<file path="src/design/strs_pkg.sv">
package strs_pkg;

   // ----------------------------------------------------------------
   // Command codes and status codes
   // ----------------------------------------------------------------
   localparam logic [7:0] OP_RESERVE  = 8'h16;
   localparam logic [7:0] OP_RECAL    = 8'h01;
   localparam logic [7:0] OP_SEEK     = 8'h0B;
   localparam logic [7:0] ST_GOOD     = 8'h00;
   localparam logic [7:0] ST_CHECK    = 8'h02;
   localparam logic [7:0] ST_CONFLICT = 8'h18;

   // ----------------------------------------------------------------
   // Command field positions
   // ----------------------------------------------------------------
   localparam int LUN_HI     = 7;
   localparam int LUN_LO     = 5;
   localparam int TP_BIT     = 4;
   localparam int TP_ID_HI   = 3;
   localparam int TP_ID_LO   = 1;
   localparam int FLAG_BIT   = 1;
   localparam int LINK_BIT   = 0;
   localparam int SEEK_HI_HI = 4;

   // ----------------------------------------------------------------
   // Sense layout constants
   // ----------------------------------------------------------------
   localparam logic [6:0] SNS_B0_ONES   = 7'h7F;
   localparam logic [7:0] SNS_ADD_LEN   = 8'h01;
   localparam logic [3:0] SNS_CLASS_MAX = 4'h3;
   localparam logic [1:0] SNS_DONT_CARE = 2'h0;

   // Six byte command block.
   typedef struct packed {
      logic [7:0] b0;
      logic [7:0] b1;
      logic [7:0] b2;
      logic [7:0] b3;
      logic [7:0] b4;
      logic [7:0] b5;
   } strs_cdb_t;

   // Error report fed in by the command engine.
   typedef struct packed {
      logic        addr_valid;
      logic [7:0]  segment;
      logic        length_mismatch_flag;
      logic [3:0]  key;
      logic [31:0] lba;
      logic [3:0]  error_source_class;
      logic [3:0]  error_type_code;
   } strs_err_t;

   // Nine byte vendor unique extended sense block.
   typedef struct packed {
      logic [7:0]  b0;
      logic [7:0]  b1;
      logic [7:0]  b2;
      logic [31:0] lba;
      logic [7:0]  b7;
      logic [7:0]  b8;
   } strs_sense_t;

   // Reservation entry of one logical unit.
   typedef struct packed {
      logic       held;
      logic [2:0] owner;
      logic       tp;
      logic [2:0] tp_id;
      logic [7:0] resv_id;
      logic       q_valid;
      logic [2:0] q_init;
      logic [7:0] q_resv_id;
   } strs_lun_t;

   typedef enum logic {
      S_IDLE,
      S_DRIVE
   } strs_state_t;

endpackage

</file>
<file path="src/design/strs_core.sv">
`timescale 1ns/1ns
module strs_core #(
   parameter int  NUM_LUN     = 8,
   parameter bit  QUEUE_RESV  = 1'b1
) (
   input  wire logic              clk,
   input  wire logic              rst_n,
   input  wire logic              cdb_valid,
   input  wire strs_pkg::strs_cdb_t cdb,
   input  wire logic [2:0]        cdb_init,
   input  wire logic              rel_valid,
   input  wire logic [2:0]        rel_init,
   input  wire logic              rel_by_id,
   input  wire logic [2:0]        rel_lun,
   input  wire logic [7:0]        rel_id,
   input  wire logic              bus_dev_reset,
   input  wire logic              drive_done,
   input  wire logic              drive_error,
   input  wire logic              defect_track,
   input  wire logic              err_valid,
   input  wire strs_pkg::strs_err_t err_in,
   output logic                   busy,
   output logic                   status_valid,
   output logic [7:0]             status_code,
   output logic                   link_next,
   output logic                   int_req,
   output logic                   disconnect,
   output logic                   reconnect,
   output logic [2:0]             reconnect_init,
   output logic [2:0]             reconnect_lun,
   output logic                   cmd_pass,
   output logic                   recal_start,
   output logic                   seek_start,
   output logic [20:0]            seek_lba,
   output logic [2:0]             drive_lun,
   output logic                   seek_deferred,
   output strs_pkg::strs_sense_t  sense,
   output logic [NUM_LUN-1:0]     lun_held
);

   // ----------------------------------------------------------------
   // Elaboration checks
   // ----------------------------------------------------------------
   if (NUM_LUN < 1 || NUM_LUN > 8) begin : g_chk
      $error("NUM_LUN must lie between 1 and 8.");
   end

   // ----------------------------------------------------------------
   // State
   // ----------------------------------------------------------------
   typedef struct packed {
      strs_pkg::strs_state_t              st;
      logic                               link;
      logic                               flag;
      logic [2:0]                         init;
      logic                               pend_seek;
      logic [20:0]                        pend_lba;
      logic [2:0]                         pend_lun;
      logic                               busy;
      logic                               status_valid;
      logic [7:0]                         status_code;
      logic                               link_next;
      logic                               int_req;
      logic                               disconnect;
      logic                               reconnect;
      logic [2:0]                         reconnect_init;
      logic [2:0]                         reconnect_lun;
      logic                               cmd_pass;
      logic                               recal_start;
      logic                               seek_start;
      logic [20:0]                        seek_lba;
      logic [2:0]                         drive_lun;
      strs_pkg::strs_sense_t              sense;
      strs_pkg::strs_lun_t [NUM_LUN-1:0]  tab;
   } strs_core_t;

   strs_core_t s_r;
   strs_core_t s_nxt;

   // Decoded fields of the incoming command.
   logic [2:0] c_lun;
   logic       c_tp;
   logic [2:0] c_tp_id;
   logic       c_link;
   logic       c_flag;
   logic       c_inrange;

   assign c_lun     = cdb.b1[strs_pkg::LUN_HI:strs_pkg::LUN_LO];
   assign c_tp      = cdb.b1[strs_pkg::TP_BIT];
   assign c_tp_id   = cdb.b1[strs_pkg::TP_ID_HI:strs_pkg::TP_ID_LO];
   assign c_link    = cdb.b5[strs_pkg::LINK_BIT];
   assign c_flag    = cdb.b5[strs_pkg::FLAG_BIT] & c_link;
   assign c_inrange = (32'(c_lun) < NUM_LUN);

   // Finishes a command: status always, link and interrupt on success.
   function automatic strs_core_t finish(input strs_core_t t, input logic [7:0] code);
      strs_core_t u;
      u              = t;
      u.status_valid = 1'b1;
      u.status_code  = code;
      u.link_next    = t.link & (code == strs_pkg::ST_GOOD);
      u.int_req      = t.flag & (code == strs_pkg::ST_GOOD);
      u.busy         = 1'b0;
      u.st           = strs_pkg::S_IDLE;
      return u;
   endfunction

   // ----------------------------------------------------------------
   // Next state
   // ----------------------------------------------------------------
   always_comb begin
      logic       blocked;
      logic [7:0] code;
      strs_pkg::strs_lun_t e;
      blocked = 1'b0;
      code    = strs_pkg::ST_GOOD;
      e       = '0;
      s_nxt   = s_r;
      // Pulses last one cycle.
      s_nxt.status_valid = 1'b0;
      s_nxt.link_next    = 1'b0;
      s_nxt.int_req      = 1'b0;
      s_nxt.disconnect   = 1'b0;
      s_nxt.reconnect    = 1'b0;
      s_nxt.cmd_pass     = 1'b0;
      s_nxt.recal_start  = 1'b0;
      s_nxt.seek_start   = 1'b0;

      // Release by the owner, selected by unit or by identifier.
      for (int i = 0; i < NUM_LUN; i++) begin
         if (rel_valid && s_nxt.tab[i].held && s_nxt.tab[i].owner == rel_init &&
             (rel_by_id ? (s_nxt.tab[i].resv_id == rel_id) : (rel_lun == 3'(i)))) begin
            s_nxt.tab[i].held = 1'b0;
         end
         if (bus_dev_reset) begin
            s_nxt.tab[i] = '0;
         end
         // A freed unit passes to the queued request, which is reconnected.
         // The handover waits one cycle while a recalibrate completes, so that
         // the two reconnect reports never share one pulse.
         if (!s_nxt.tab[i].held && s_nxt.tab[i].q_valid && !s_nxt.reconnect &&
             !(s_r.st == strs_pkg::S_DRIVE && drive_done)) begin
            e               = '0;
            e.held          = 1'b1;
            e.owner         = s_nxt.tab[i].q_init;
            e.resv_id       = s_nxt.tab[i].q_resv_id;
            s_nxt.tab[i]    = e;
            s_nxt.reconnect = 1'b1;
            s_nxt.reconnect_init = e.owner;
            s_nxt.reconnect_lun  = 3'(i);
         end
      end

      // Drive completion of recalibrate.
      if (s_r.st == strs_pkg::S_DRIVE && drive_done) begin
         s_nxt.reconnect      = 1'b1;
         s_nxt.reconnect_init = s_r.init;
         s_nxt.reconnect_lun  = s_r.drive_lun;
         s_nxt = finish(s_nxt, drive_error ? strs_pkg::ST_CHECK : strs_pkg::ST_GOOD);
      end

      // New command.
      if (cdb_valid && s_r.st == strs_pkg::S_IDLE) begin
         s_nxt.link = c_link;
         s_nxt.flag = c_flag;
         s_nxt.init = cdb_init;
         if (!c_inrange) begin
            s_nxt = finish(s_nxt, strs_pkg::ST_CHECK);
         end else begin
            e = s_nxt.tab[c_lun];
            // Owner, or the device reserved for under third party, may use the unit.
            blocked = e.held && e.owner != cdb_init &&
                      !(e.tp && e.tp_id == cdb_init);
            if (cdb.b0 == strs_pkg::OP_RESERVE) begin
               if (e.held && e.owner == cdb_init) begin
                  code = strs_pkg::ST_GOOD;
               end else if (e.held) begin
                  // Third party units never queue; the attempt is refused.
                  if (QUEUE_RESV && !e.tp && !e.q_valid) begin
                     e.q_valid   = 1'b1;
                     e.q_init    = cdb_init;
                     e.q_resv_id = cdb.b2;
                     s_nxt.disconnect = 1'b1;
                     s_nxt.link = 1'b0;
                     s_nxt.flag = 1'b0;
                  end else begin
                     code = strs_pkg::ST_CONFLICT;
                  end
               end else begin
                  e.held    = 1'b1;
                  e.owner   = cdb_init;
                  e.tp      = c_tp;
                  e.tp_id   = c_tp ? c_tp_id : 3'h0;
                  e.resv_id = cdb.b2;
               end
               s_nxt.tab[c_lun] = e;
               if (!s_nxt.disconnect) begin
                  s_nxt = finish(s_nxt, code);
               end
            end else if (blocked) begin
               s_nxt = finish(s_nxt, strs_pkg::ST_CONFLICT);
            end else if (cdb.b0 == strs_pkg::OP_RECAL) begin
               // Byte five top bit is not looked at.
               s_nxt.recal_start = 1'b1;
               s_nxt.drive_lun   = c_lun;
               s_nxt.disconnect  = 1'b1;
               s_nxt.busy        = 1'b1;
               s_nxt.st          = strs_pkg::S_DRIVE;
            end else if (cdb.b0 == strs_pkg::OP_SEEK) begin
               if (defect_track) begin
                  s_nxt.pend_seek = 1'b1;
                  s_nxt.pend_lba  = {cdb.b1[strs_pkg::SEEK_HI_HI:0], cdb.b2, cdb.b3};
                  s_nxt.pend_lun  = c_lun;
               end else begin
                  s_nxt.seek_start = 1'b1;
                  s_nxt.seek_lba   = {cdb.b1[strs_pkg::SEEK_HI_HI:0], cdb.b2, cdb.b3};
                  s_nxt.drive_lun  = c_lun;
               end
               s_nxt = finish(s_nxt, strs_pkg::ST_GOOD);
            end else begin
               // Any other command is handed on; it releases a postponed seek.
               s_nxt.cmd_pass = 1'b1;
               if (s_r.pend_seek) begin
                  s_nxt.pend_seek  = 1'b0;
                  s_nxt.seek_start = 1'b1;
                  s_nxt.seek_lba   = s_r.pend_lba;
                  s_nxt.drive_lun  = s_r.pend_lun;
               end
               s_nxt = finish(s_nxt, strs_pkg::ST_GOOD);
            end
         end
      end

      // Sense block capture.
      if (err_valid) begin
         s_nxt.sense.b0  = {err_in.addr_valid, strs_pkg::SNS_B0_ONES};
         s_nxt.sense.b1  = err_in.segment;
         s_nxt.sense.b2  = {strs_pkg::SNS_DONT_CARE, err_in.length_mismatch_flag,
                            1'b0, err_in.key};
         s_nxt.sense.lba = err_in.lba;
         s_nxt.sense.b7  = strs_pkg::SNS_ADD_LEN;
         // Classes above three are clipped to three.
         s_nxt.sense.b8  = {(err_in.error_source_class > strs_pkg::SNS_CLASS_MAX) ?
                            strs_pkg::SNS_CLASS_MAX : err_in.error_source_class,
                            err_in.error_type_code};
      end
   end

   // ----------------------------------------------------------------
   // State register
   // ----------------------------------------------------------------
   always_ff @(posedge clk or negedge rst_n) begin
      if (!rst_n) begin
         s_r <= '0;
      end else begin
         s_r <= s_nxt;
      end
   end

   // ----------------------------------------------------------------
   // Outputs
   // ----------------------------------------------------------------
   assign busy           = s_r.busy;
   assign status_valid   = s_r.status_valid;
   assign status_code    = s_r.status_code;
   assign link_next      = s_r.link_next;
   assign int_req        = s_r.int_req;
   assign disconnect     = s_r.disconnect;
   assign reconnect      = s_r.reconnect;
   assign reconnect_init = s_r.reconnect_init;
   assign reconnect_lun  = s_r.reconnect_lun;
   assign cmd_pass       = s_r.cmd_pass;
   assign recal_start    = s_r.recal_start;
   assign seek_start     = s_r.seek_start;
   assign seek_lba       = s_r.seek_lba;
   assign drive_lun      = s_r.drive_lun;
   assign seek_deferred  = s_r.pend_seek;
   assign sense          = s_r.sense;

   // Held flags per unit.
   always_comb begin
      for (int i = 0; i < NUM_LUN; i++) begin
         lun_held[i] = s_r.tab[i].held;
      end
   end

endmodule

</file>
<file path="config.mk">
export PLATFORM = sky130hd
export DESIGN_NAME = strs_core
export DESIGN_NICKNAME = d
export VERILOG_FILES = /design/src/design/strs_pkg.sv /design/src/design/strs_core.sv
export SDC_FILE = /design/constraint.sdc
export NUM_CORES = 1
export LEC_CHECK = 0
export BUFFER_PORTS_ARGS = -buffer_cell sky130_fd_sc_hd__buf_2
export CAP_MARGIN = 40
export CORE_MARGIN = 3
export CORE_UTILIZATION = 30
export CTS_CLUSTER_SIZE = 25
export DETAILED_ROUTE_END_ITERATION = 10
export PLACE_DENSITY_LB_ADDON = 0.08
export SYNTH_ARGS = -nofsm -noshare
export SYNTH_HDL_FRONTEND = slang
export SYNTH_SLANG_ARGS = --single-unit
</file>
<file path="constraint.sdc">
create_clock -name clk -period 4.3 [get_ports clk]
set_input_delay 0 -clock clk [delete_from_list [all_inputs] [get_ports clk]]
set_output_delay 0 -clock clk [all_outputs]
set_load 0.02 [all_outputs]
</file>
==> run summary, run 1 <==
The mux contribution to synthesized area works out to 9.69%. The pre-antenna-repair detailed-routing pass consisted of 5 iterations. The logs give 2970 for the number of cells in the design after placement and 0 for the post-route DRC violation count. Measured against its own limit, the worst slew margin works out to 32.0%. The clock share of power came out at 46.7%. Fraction of the mapped netlist area in adder cells: 0%.

Using the TritonRoute via totals, the vias-per-cell ratio works out to 5.19. Setup repair after global routing could not meet its margin everywhere. The most critical setup path has its startpoint at s_r[109]$_DFF_PN0_.

The power share of the combinational group is 11.0%, and the area added between synthesis and finish is 37.6%. The run gives 0 as the count of endpoints failing hold in the final timing report. The starting DRC count in detailed routing came out at 1317.

Maximum number of pins on one net before global-route repair: 108. The post-detailed-route wirelength per cell is 23.0 um, and the number of distinct library cell variants in the gate-level netlist after synthesis is 80. Yosys attributes the largest share of cell area to dfrtp_1 (48%), buf_4 (5.0%), mux2_2 (4.7%).

The repair_antennas step left the layout with diodes totalling 0. The internal power of the cells totals 0.00610 W. The worst setup path is launched from a flip-flop. The cell sitting at the root of the clock tree is a clkbuf_16. The synthesized design contains 0 enable-type register cells. The starting density of the core came out at 30.6%. The analysis attributes to net switching a power of 0.00212 W. The cell area that synthesis handed to floorplanning was 18600 um2. For the worst setup path, the data required time is 4.74 ns. The average instance in the mapped netlist occupies 10.1 um2. The share of flip-flops with an asynchronous set or reset after synthesis was 100%. After the flow finishes, the layout carries non-filler instances totaling 3169. Global routing used 21.9% of the available tracks across all layers. The tools report the global-route wire length before repair as 107000 um. In this run the critical register-to-register path is launched from s_r[109]$_DFF_PN0_. The sequential share of the synthesized area is 48.0%. Most common cell after layout, fill and taps aside: dfrtp_1. Synthesis handed over a netlist of 1841 instances. The clock net in this run drives a total of 357 sinks. The final layout contains 2437 nets. For this run, the number of Yosys warnings is 0. The tools report the total congestion overflow after global routing as 0. Termination of the worst setup path: s_r[34]$_DFF_PN0_. The peak clock frequency supported by timing is 227 MHz, and the routability-driven placement congestion ratio is 0.887.

The classification of the worst-slack hold path is input port to asynchronous set/reset pin. The clock passes through at most 3 buffers. After synthesis, the largest family of logic cells by area is compound AO/OA/AOI/OAI gates.

The wire-length estimate of the detail-placed layout is 54200 um. Via count of the first global-routing pass: 16800. For the worst-skew pair, the clock arrives at the later sink with an insertion delay of 0.59 ns. The number of nets with antenna violations after routing is 0.

TritonCTS built the clock tree. In this run, synthesis produced a sequential element count of 357. For this run, the leading register cell type out of synthesis is dfrtp_1. Register-to-register setup slack: -0.11 ns. The standard cell core area is 60900 um2.

Of the total power, registers draw 42.3%. Share of synthesized cell area in and, or, nand and nor gates: 11.8%. The run finished, with violations left. The y dimension of the die was 255 um.

The top cell type by area accounts for 48.0% of the synthesized area. The tools report the count of vias placed by the detailed router as 16400. The final critical path time including I/O delays and setup came out at 4.41 ns. Prior to clock tree synthesis, the placed netlist has a worst setup slack of -0.807 ns.

The slew at the pin with the worst max-slew slack works out to 1.02 ns. The ratio of cells with drive above 1 in the final layout was 37.7%; the clock buffer count from CTS was 45. The H-tree was split into 2 levels.

The worst path uses 103% of the clock period. After detailed routing, the total wire length is 72800 um. For this design the ratio of total power to cell area is 321 nW/um2. For the number of antenna violations at the first check in global routing, the log shows 0.

The type of destination of the critical path was a flip-flop. The tools report the setup TNS after final layout as -8.63 ns. The worst register-to-register path ends at s_r[34]$_DFF_PN0_. The final reports fail on setup timing. Between clock sinks in the finished design, the worst skew comes to 0.0280 ns.

The filler cells instantiated in the layout total 5961. The number of cells on the worst reg-to-reg path came out at 18. The post-route core utilization was 42.1%; the number of endpoints failing setup at the final stage was 146.

The compound-cell area share of the yosys netlist came out at 18.4%. The post-layout worst setup margin came out at -0.113 ns. Type of the worst setup path: flip-flop to flip-flop.

The total count of max-transition violations in the final report is 0. The top cell type by total area after synthesis is dfrtp_1. The number of buffers added on ports is 232, and the total power consumption of the routed design is 0.00822 W.

The tool flagged a number of max-cap violations equal to 0. The maximum VDD drop was 242 uV; the width of the die was 255 um. In the layout the commonest cells are dfrtp_1 (357), buf_4 (278), buf_2 (231).

The proportion of total power due to net switching is 25.8%. The largest driver fanout on the critical path was 8. The clock slew at the register clock pins of the worst setup and hold paths came out at 0.05 ns. The number of cell rows is 90. The logs give 4.85 ns for the arrival time of the worst setup path and 257 for the I/O pin total. Area of the die: 65100 um2. The leakage power of the design was 11.2 nW.

The synthesized netlist devotes 4.33% of its cell area to XOR and XNOR gates.
==> registers in the layout, indices dropped and copies added (netlist names) <==
name / count
lun_held: 8
reconnect_lun: 3
link_next: 1
sense: 55
s_r: 246
status_valid: 1
cmd_pass: 1
seek_lba: 21
seek_start: 1
status_code: 8
reconnect_init: 3
reconnect: 1
recal_start: 1
disconnect: 1
seek_deferred: 1
busy: 1
drive_lun: 3
int_req: 1
==> timing repair <==
action | in CTS | in global routing
hold endpoints to repair | 322 | 0
pin swaps | 34 | 96
cloned | 1 | 3
resized for setup | 130 | 168
hold buffers | 90 | 0
buffers inserted | 14 | 16
endpoints found under the setup margin | 284 | 173
==> power by group through the flow <==
stage	Combinational, W	Sequential, W	Clock [W]
finish	0.000903	0.00347	0.00384
global route	0.000972	0.00348	0.00410
CTS	0.000878	0.00347	0.00396
global placement	0.000780	0.00353	0
floorplan	0.000458	0.00353	0
detailed placement	0.000783	0.00353	0
==> logic make-up (layout without fill, tap and decap cells) <==
group           Yosys count  count (layout)
xor+xnor                 92              92
flops                   357             357
compound gates          503             503
simple gates            462             462
other cells               1              10
mux                     168             168
buf+inv                 258             749
==> area by class of cell <==
| class | instances | area (um2) | area share (%) |
|---|---|---|---|
| Multi-Input combinational cell | 1235 | 9260 | 36.1 |
| Timing Repair Buffer | 643 | 4810 | 18.8 |
| Clock buffer | 68 | 1310 | 5.13 |
| Inverter | 26 | 97.6 | 0.381 |
| Sequential cell | 357 | 8930 | 34.9 |
| Clock inverter | 12 | 175 | 0.684 |
| Tap cell | 828 | 1040 | 4.04 |
==> worst min-delay path by stage <==
stage	from	endpoint	depth (start not counted)
after global placement	rst_n	s_r[54]$_DFF_PN0_	1
after detailed placement	rst_n	s_r[54]$_DFF_PN0_	1
after CTS	cdb[37]	s_r[343]$_DFFE_PN0P_	3
after floorplan	rst_n	busy$_DFF_PN0_	0
after global routing	cdb[37]	s_r[343]$_DFFE_PN0P_	3
final	rst_n	s_r[54]$_DFF_PN0_	2
==> synth_stat cells (14+ instances only) <==
master	number
mux2_2	78
a22oi_1	25
nand3_1	35
a222oi_1	25
mux2i_1	70
nand4_1	16
o32ai_1	17
o21ai_0	143
a21oi_1	63
clkbuf_1	92
buf_4	125
nor3_1	21
xnor2_1	77
nand2_1	221
a22o_1	48
mux2_1	20
inv_1	26
dfrtp_1	357
xor2_1	15
nor2_1	69
o211ai_1	14
o22ai_1	65
==> layer usage <==
layer / vias to the layer above / share of wire [%] / GRT usage (%)
met5: - / 0 / 0
met4: 0 / 3.3 / 7.31
met3: 130 / 4.1 / 2.53
met2: 438 / 49 / 36.7
met1: 8296 / 44 / 29.4
li1: 7570 / - / -
==> worst max-delay path: stages, from the launching register on <==
cell,delay (ns)
dfrtp_1,0.39
xnor2_1,0.17
nand4_1,0.12
buf_6,0.16
nor4_4,0.40
o211ai_1,0.20
o41ai_2,0.48
o221ai_2,0.13
or4_4,0.48
a221oi_4,0.25
buf_4,0.16
and3_4,0.19
nor4_4,0.05
buf_6,0.14
a21oi_4,0.26
buf_12,0.18
mux2i_1,0.20
buf_4,0.23
o21ai_1,0.08
==> per-stage QoR <==
step	hold WS, ns	cell area, um2
after floorplan	-0.296	18700
after global placement	0.129	22000
after detailed placement	0.120	22000
after CTS	0.0135	24900
after global routing	0.0357	25600
final	0.0412	25600
Note: power is estimated with default switching activity, not from simulation.
==> inputs of run 2 (changes only) <==
--- a/config.mk
+++ b/config.mk
@@ -9,6 +9,7 @@
 export CAP_MARGIN = 40
 export CORE_MARGIN = 3
 export CORE_UTILIZATION = 30
+export CTS_BUF_LIST = sky130_fd_sc_hd__clkbuf_4
 export CTS_CLUSTER_SIZE = 25
 export DETAILED_ROUTE_END_ITERATION = 10
 export PLACE_DENSITY_LB_ADDON = 0.08
==> run summary, run 2 (same netlist as run 1, synthesis figures left out) <==
For the buffer levels on the longest clock path, the log shows 3 (unchanged). Most frequent cells in the layout: dfrtp_1 (357), buf_4 (273), dlygate4sd3_1 (243) (was dfrtp_1 (357), buf_4 (278), buf_2 (231)). The global-route wire length before repair was 112000 um (was 107000 um); the flip-flop count of the largest register, all copies and words added was 246 (unchanged). The power density over the cells is 290 nW/um2 (was 321 nW/um2), and the total power consumption of the routed design is 0.00773 W (was 0.00822 W).

The clock root buffer was clkbuf_4 (was clkbuf_16). The number of cell rows was 90 (unchanged). The run gives 357 (unchanged) as the clock sink count. The number of endpoints failing setup at the final stage was 152 (was 146). The number of antenna violations at the first check in global routing was 2 (was 0). Terminus of the critical flop-to-flop path: s_r[364]$_DFFE_PN0P_ (was s_r[34]$_DFF_PN0_). The register-to-register setup slack is -0.15 ns (was -0.11 ns).

The I/O pin total came out at 257 (unchanged). The count of endpoints failing hold in the final timing report is 0 (unchanged), and the HPWL after detailed placement is 54200 um (unchanged). The net switching power was 0.00214 W (was 0.00212 W). The run finished, with violations left. Type of the worst setup path: flip-flop to flip-flop (unchanged).

The tools report the standard cell core area as 60900 um2 (unchanged). The number of detailed-route iterations in the first pass is 8 (was 5). The power share of the combinational group was 13.4% (was 11.0%); the total track usage was 22.8% (was 21.9%).

The register bank with the most flops is s_r (unchanged). The number of cells on the worst reg-to-reg path works out to 20 (was 18). Proportion of total power due to net switching: 27.7% (was 25.8%). The number of max-capacitance violations reported is 0 (unchanged). Violations in the final reports: setup timing (unchanged).

For the count of vias placed by the detailed router, the log shows 17400 (was 16400). The via count normalized by instance count works out to 5.10 (was 5.19). The tools report the endpoint with the worst hold slack as s_r[213]$_DFF_PN0_. The internal power of the cells is 0.00559 W (was 0.00610 W). The worst hold path passes through 4 cells.

Final critical path time including I/O delays and setup: 4.45 ns (was 4.41 ns). The run gives -0.807 ns (unchanged) as the placement-stage worst setup slack. The number of cells in the design after placement was 2970 (unchanged).

The most common cell after layout, fill and taps aside was dfrtp_1 (unchanged). For the clock latency of the later-clocked register in the worst-skew pair, the log shows 0.86 ns (was 0.59 ns). Setup repair after global routing could not meet its margin everywhere. Total congestion overflow after global routing: 0 (unchanged).

The launch instance of the worst register-to-register path was s_r[26]$_DFF_PN0_ (was s_r[109]$_DFF_PN0_). Critical path startpoint category: a flip-flop (unchanged). The total count of max-transition violations in the final report was 0 (unchanged); the total wire length was 75900 um (was 72800 um).

The tools report the peak clock frequency supported by timing as 224 MHz (was 227 MHz). The H-tree depth came out at 3 (was 2). The run gives 0.0683 ns (was 0.0280 ns) as the worst clock skew.

The post-detailed-route wirelength per cell came out at 22.2 um (was 23.0 um). The run gives 65100 um2 (unchanged) as the area of the die. The area added between synthesis and finish was 43.2% (was 37.6%). For the worst-case headroom to the max-slew limit, the log shows 42.3% (was 32.0%). The leakage power of the design was 11.7 nW (was 11.2 nW); the clock buffer count from CTS was 105 (was 45).

The tools report the starting DRC count in detailed routing as 1394 (was 1317). The via count of the first global-routing pass came out at 18200 (was 16800). The startpoint identified for the worst hold timing path is cdb[29].

The number of non-filler instances in the completed layout was 3423 (was 3169); the post-route DRC violation count was 0 (unchanged). The maximum VDD drop is 187 uV (was 242 uV), and the net total in the final layout is 2648 (was 2437). The share of the clock period used by the worst path was 104% (was 103%). The slew at the pin with the worst max-slew slack was 0.864 ns (was 1.02 ns); the ratio of cells with drive above 1 in the final layout was 34.8% (was 37.7%). The number of nets with antenna violations after routing came out at 0 (unchanged).

The clock slew at the register clock pins of the worst setup and hold paths came out at 0.07 ns (was 0.05 ns). The width of the die came out at 255 um (unchanged). TritonCTS built the clock tree. The arrival time of the worst setup path is 5.16 ns (was 4.85 ns), and the post-route core utilization is 43.8% (was 42.1%). The tools report the starting density of the core as 30.6% (unchanged).

The type of destination of the critical path is a flip-flop (unchanged). The classification of the worst-slack hold path was input port to flip-flop (was input port to asynchronous set/reset pin). Clock share of power: 41.6% (was 46.7%). The tools report the register share of total power as 45.0% (was 42.3%).

The maximum number of pins on one net before global-route repair was 108 (unchanged); the largest driver fanout on the critical path was 5 (was 8). Y dimension of the die: 255 um (unchanged). The routability-driven placement congestion ratio is 0.887 (unchanged), and the number of buffers added on ports is 232 (unchanged). The post-layout worst setup margin came out at -0.155 ns (was -0.113 ns). The run gives 5.01 ns (was 4.74 ns) as the worst path required time.
run 2: cell count changes in the layout (fill, tap and decap cells not counted), sizes merged:
cell / before / now
dlygate4sd3: 90 / 243
clkbuf: 70 / 156
clkinv: 7 / 22
buf: 551 / 548
diode: 0 / 3
bufinv: 3 / 1
inv: 27 / 29
run 2: worst max path at each step:
stage	from	end	slack, ns	depth (start not counted)
after floorplan	s_r[24]$_DFF_PN0_	s_r[343]$_DFFE_PN0P_	0.07	15
after global placement	s_r[18]$_DFF_PN0_	s_r[366]$_DFFE_PN0P_	-0.84	17
after detailed placement	s_r[19]$_DFF_PN0_	s_r[350]$_DFFE_PN0P_	-0.81	17
after CTS	s_r[47]$_DFF_PN0_	s_r[359]$_DFFE_PN0P_	-0.12	19
after global routing	s_r[81]$_DFF_PN0_	s_r[39]$_DFF_PN0_	-0.31	17
final	s_r[26]$_DFF_PN0_	s_r[364]$_DFFE_PN0P_	-0.15	20
run 2: area by class of cell:
cell class	instances	area [um2]
Timing Repair Buffer	794	6400
Antenna cell	3	7.51
Fill cell	5965	34300
Tap cell	828	1040
Clock buffer	153	1150
Inverter	26	97.6
Sequential cell	357	8930
Clock inverter	27	144
Multi-Input combinational cell	1235	8880
run 2: per-layer routing:
metal  global-route usage (%)  wire length (um)  vias up
met4                     8.11              2550        0
met1                     29.7             32900     8729
li1                         -                 -     8050
met2                     38.4             37000      508
met3                     3.77              3460      160
met5                        0                 0        -
run 2: metrics by stage:
stage	instance area [um2]	hold WS [ns]	TNS, ns
6_report	26700	0.0871	-9.20
4_1_cts	26200	-0.625	-7.46
3_3_place_gp	22000	0.129	-127.78
5_1_grt	26700	0.0144	-33.66
3_5_place_dp	22000	0.120	-125.79
2_1_floorplan	18700	-0.296	0
run 2: power groups by stage:
stage	sequential, W	clock [W]	combinational, W
3_3_place_gp	0.00353	0	0.000780
2_1_floorplan	0.00353	0	0.000458
5_1_grt	0.00348	0.00353	0.00111
6_report	0.00348	0.00322	0.00104
3_5_place_dp	0.00353	0	0.000783
4_1_cts	0.00347	0.00335	0.00101
run 2: critical path, stage by stage, from the launching register on:
cell	delay, ns
dfrtp_1	0.39
xnor2_1	0.16
nand4_1	0.20
or4_4	0.60
buf_6	0.15
a21boi_4	0.18
buf_4	0.19
o41ai_2	0.11
buf_4	0.17
o22ai_1	0.26
o21ai_0	0.22
o2111ai_2	0.20
xnor2_1	0.16
o41ai_2	0.30
buf_4	0.17
a21oi_4	0.05
nor3_4	0.17
buf_6	0.13
buf_6	0.11
clkbuf_16	0.14
mux2_4	0.29
run 2: what timing repair did:
item,CTS,global route
gates resized for setup,110,118
hold buffers,242,2
pin swaps,19,15
hold endpoints to repair,702,17
setup buffers,12,10
endpoints found under the setup margin,283,168
gates cloned,2,4
==> inputs of run 3 (changes only) <==
--- a/config.mk
+++ b/config.mk
@@ -6,11 +6,10 @@
 export NUM_CORES = 1
 export LEC_CHECK = 0
 export BUFFER_PORTS_ARGS = -buffer_cell sky130_fd_sc_hd__buf_2
-export CAP_MARGIN = 40
+export CAP_MARGIN = 30
 export CORE_MARGIN = 3
 export CORE_UTILIZATION = 30
 export CTS_BUF_LIST = sky130_fd_sc_hd__clkbuf_4
-export CTS_CLUSTER_SIZE = 25
 export DETAILED_ROUTE_END_ITERATION = 10
 export PLACE_DENSITY_LB_ADDON = 0.08
 export SYNTH_ARGS = -nofsm -noshare
==> constraint.sdc (replaced) <==
create_clock -name clk -period 5.4 [get_ports clk]
set_input_delay 0 -clock clk [delete_from_list [all_inputs] [get_ports clk]]
set_output_delay 0 -clock clk [all_outputs]
set_load 0.02 [all_outputs]
==> run summary, run 3 (same netlist as run 1, synthesis figures left out) <==
The leakage power of the design was 10.5 nW (was 11.7 nW). The clock sink count was 357 (unchanged); the power density over the cells was 254 nW/um2 (was 290 nW/um2). The ratio of cells with drive above 1 in the final layout came out at 25.9% (was 34.8%).

For the post-route DRC violation count, the log shows 0 (unchanged). The clock slew at the register clock pins of the worst setup and hold paths was 0.07 ns (about the same). The terminus of the critical flop-to-flop path is status_code[1]$_DFF_PN0_ (was s_r[364]$_DFFE_PN0P_).

The most common cell after layout, fill and taps aside was dfrtp_1 (unchanged). The classification of the worst-slack hold path is input port to flip-flop (unchanged). The tools report the critical path startpoint category as a flip-flop (unchanged). The slew at the pin with the worst max-slew slack came out at 1.04 ns (was 0.864 ns). The number of cells on the worst reg-to-reg path was 14 (was 20). The tools report the endpoint with the worst hold slack as s_r[366]$_DFFE_PN0P_ (was s_r[213]$_DFF_PN0_). The number of fill cells in the layout was 6052 (was 5965); the y dimension of the die was 255 um (unchanged). The largest driver fanout on the critical path is 9 (was 5), and the post-layout worst setup margin is 0.206 ns (was -0.155 ns). The share of the clock period used by the worst path is 96.2% (was 104%). The HPWL after detailed placement was 51400 um (was 54200 um). The count of endpoints failing hold in the final timing report is 0 (unchanged), and the I/O pin total is 257 (unchanged). The run gives 0 (unchanged) as the number of max-capacitance violations reported.

The post-detailed-route wirelength per cell came out at 23.0 um (was 22.2 um). Final instance area: 24300 um2 (was 26700 um2). The area added between synthesis and finish was 30.5% (was 43.2%); the register-to-register setup slack was 0.21 ns (was -0.15 ns).

The worst path required time came out at 6.19 ns (was 5.01 ns). The via count of the first global-routing pass came out at 17300 (was 18200). The worst-case headroom to the max-slew limit was 30.6% (was 42.3%); the total track usage was 22.5% (was 22.8%). The total congestion overflow after global routing is 0 (unchanged). The tools report the arrival time of the worst setup path as 5.98 ns (was 5.16 ns). Most frequent cells in the layout: dfrtp_1 (357), dlygate4sd3_1 (248), buf_2 (231) (was dfrtp_1 (357), buf_4 (273), dlygate4sd3_1 (243)). The number of cell rows is 90 (unchanged).

The maximum VDD drop was 130 uV (was 187 uV); the maximum number of pins on one net before global-route repair was 164 (was 108). The launch instance of the worst register-to-register path is s_r[24]$_DFF_PN0_ (was s_r[26]$_DFF_PN0_). The tools report the global-route wire length before repair as 110000 um (was 112000 um). The width of the die is 255 um (unchanged), and the buffer levels on the longest clock path is 3 (unchanged).

The tools report the clock buffer count from CTS as 106 (was 105). The starting DRC count in detailed routing is 1282 (was 1394). The run gives 0.891 (was 0.887) as the routability-driven placement congestion ratio. Launch instance of the worst min-delay path: cdb[36] (was cdb[29]). Register bank with the most flops: s_r (unchanged).

The number of endpoints failing setup at the final stage was 0 (was 152); the post-route core utilization was 39.9% (was 43.8%). TritonCTS built the clock tree. The starting density of the core was 30.6% (unchanged). The flip-flop count of the largest register, all copies and words added was 246 (unchanged); the peak clock frequency supported by timing was 193 MHz (was 224 MHz). The number of nets with antenna violations after routing was 0 (unchanged).

The worst hold path cell count came out at 3 (was 4). The final critical path time including I/O delays and setup works out to 5.19 ns (was 4.45 ns). The H-tree depth was 3 (unchanged). The flow ran to the end, and the final reports show no timing, DRC or antenna violations. The type of the worst setup path was flip-flop to flip-flop (unchanged). The logs give 2 (unchanged) for the number of antenna violations at the first check in global routing and 0.409 ns (was -0.807 ns) for the placement-stage worst setup slack.

The number of detailed-route iterations in the first pass was 5 (was 8). The placed instance area was 20300 um2 (was 22000 um2). The number of buffers added on ports came out at 232 (unchanged). The logs give 2431 (was 2648) for the net total in the final layout and 0 (unchanged) for the total count of max-transition violations in the final report.

The via count normalized by instance count came out at 5.17 (was 5.10). The tools report the clock root buffer as clkbuf_4 (unchanged). The area of the die is 65100 um2 (unchanged). The clock latency of the later-clocked register in the worst-skew pair was 0.87 ns (was 0.86 ns); the count of vias placed by the detailed router was 16600 (was 17400). For the worst clock skew, the log shows 0.0489 ns (was 0.0683 ns). The number of non-filler instances in the completed layout was 3218 (was 3423); the total wire length was 73900 um (was 75900 um). The number of cells in the design after placement is 2771 (was 2970). For the standard cell core area, the log shows 60900 um2 (unchanged). The setup TNS after final layout came out at 0 ns (was -9.20 ns).

The type of destination of the critical path is a flip-flop (unchanged).
## run 3: cell count changes in the layout (fill, tap and decap cells not counted), sizes merged
cell / delta
buf: -220
clkbuf: +1
clkinv: +10
diode: -1
dlygate4sd3: +5
## run 3: area by class of cell
cell class                      instances  area, um2  share of cell area [%]
Inverter                               26       97.6                   0.402
Tap cell                              828       1040                    4.26
Clock inverter                         37        186                   0.767
Sequential cell                       357       8930                    36.8
Timing Repair Buffer                  576       4480                    18.4
Multi-Input combinational cell       1235       8380                    34.5
Clock buffer                          157       1180                    4.85
Antenna cell                            2       5.00                  0.0206
## run 3: per-layer routing
metal | global-route usage [%] | vias up | part of all wire, %
met2 | 38.1 | 556 | 49
met1 | 28.8 | 8328 | 42
met5 | 0 | - | 0
met3 | 3.76 | 174 | 5.1
li1 | - | 7582 | -
met4 | 8.83 | 0 | 3.8
## run 3: metrics by stage
| step | hold slack (ns) | power (W) |
|---|---|---|
| after floorplan | -0.296 | 0.00318 |
| after global placement | 0.0988 | 0.00339 |
| after detailed placement | 0.108 | 0.00339 |
| after CTS | 0.000204 | 0.00626 |
| after global routing | 0.0387 | 0.00649 |
| final | 0.0917 | 0.00617 |
## run 3: where the power goes
group,switching (W),leakage (nW),total (W),internal (W)
Combinational,0.000429,4.86,0.000752,0.000323
Clock,0.00127,0.816,0.00265,0.00138
Sequential,0.0000303,4.84,0.00277,0.00273
## run 3: repair_timing
item,4_1_cts,5_1_grt
setup endpoints to repair,0,4
endpoints found under the hold margin,608,0
hold buffers,249,0
setup buffers,0,1
resized for setup,0,8
## run 3: worst max-delay path by stage
stage                      startpoint                        to  slack (ns)  cells past startpoint
finish              s_r[24]$_DFF_PN0_  status_code[1]$_DFF_PN0_        0.21                     14
global route        s_r[18]$_DFF_PN0_  status_code[1]$_DFF_PN0_      -0.003                     14
CTS                 s_r[18]$_DFF_PN0_        s_r[373]$_DFF_PN0_        0.10                     14
detailed placement  s_r[24]$_DFF_PN0_   seek_lba[0]$_DFFE_PN0P_        0.41                     14
global placement    s_r[18]$_DFF_PN0_   seek_lba[3]$_DFFE_PN0P_        0.32                     14
floorplan           s_r[24]$_DFF_PN0_      s_r[343]$_DFFE_PN0P_        1.17                     15
## run 3: critical path, stage by stage (launching register included)
cell	delay, ns
dfrtp_1	0.40
xnor2_1	0.15
nand4_1	0.30
or4_4	0.66
a21o_1	0.35
a31oi_4	0.29
a221oi_1	0.11
or4_1	0.62
a221oi_2	0.36
a21oi_1	0.17
nor4_4	0.48
a21oi_4	0.18
o211a_1	0.37
a21oi_1	0.14
dlygate4sd3_1	0.56
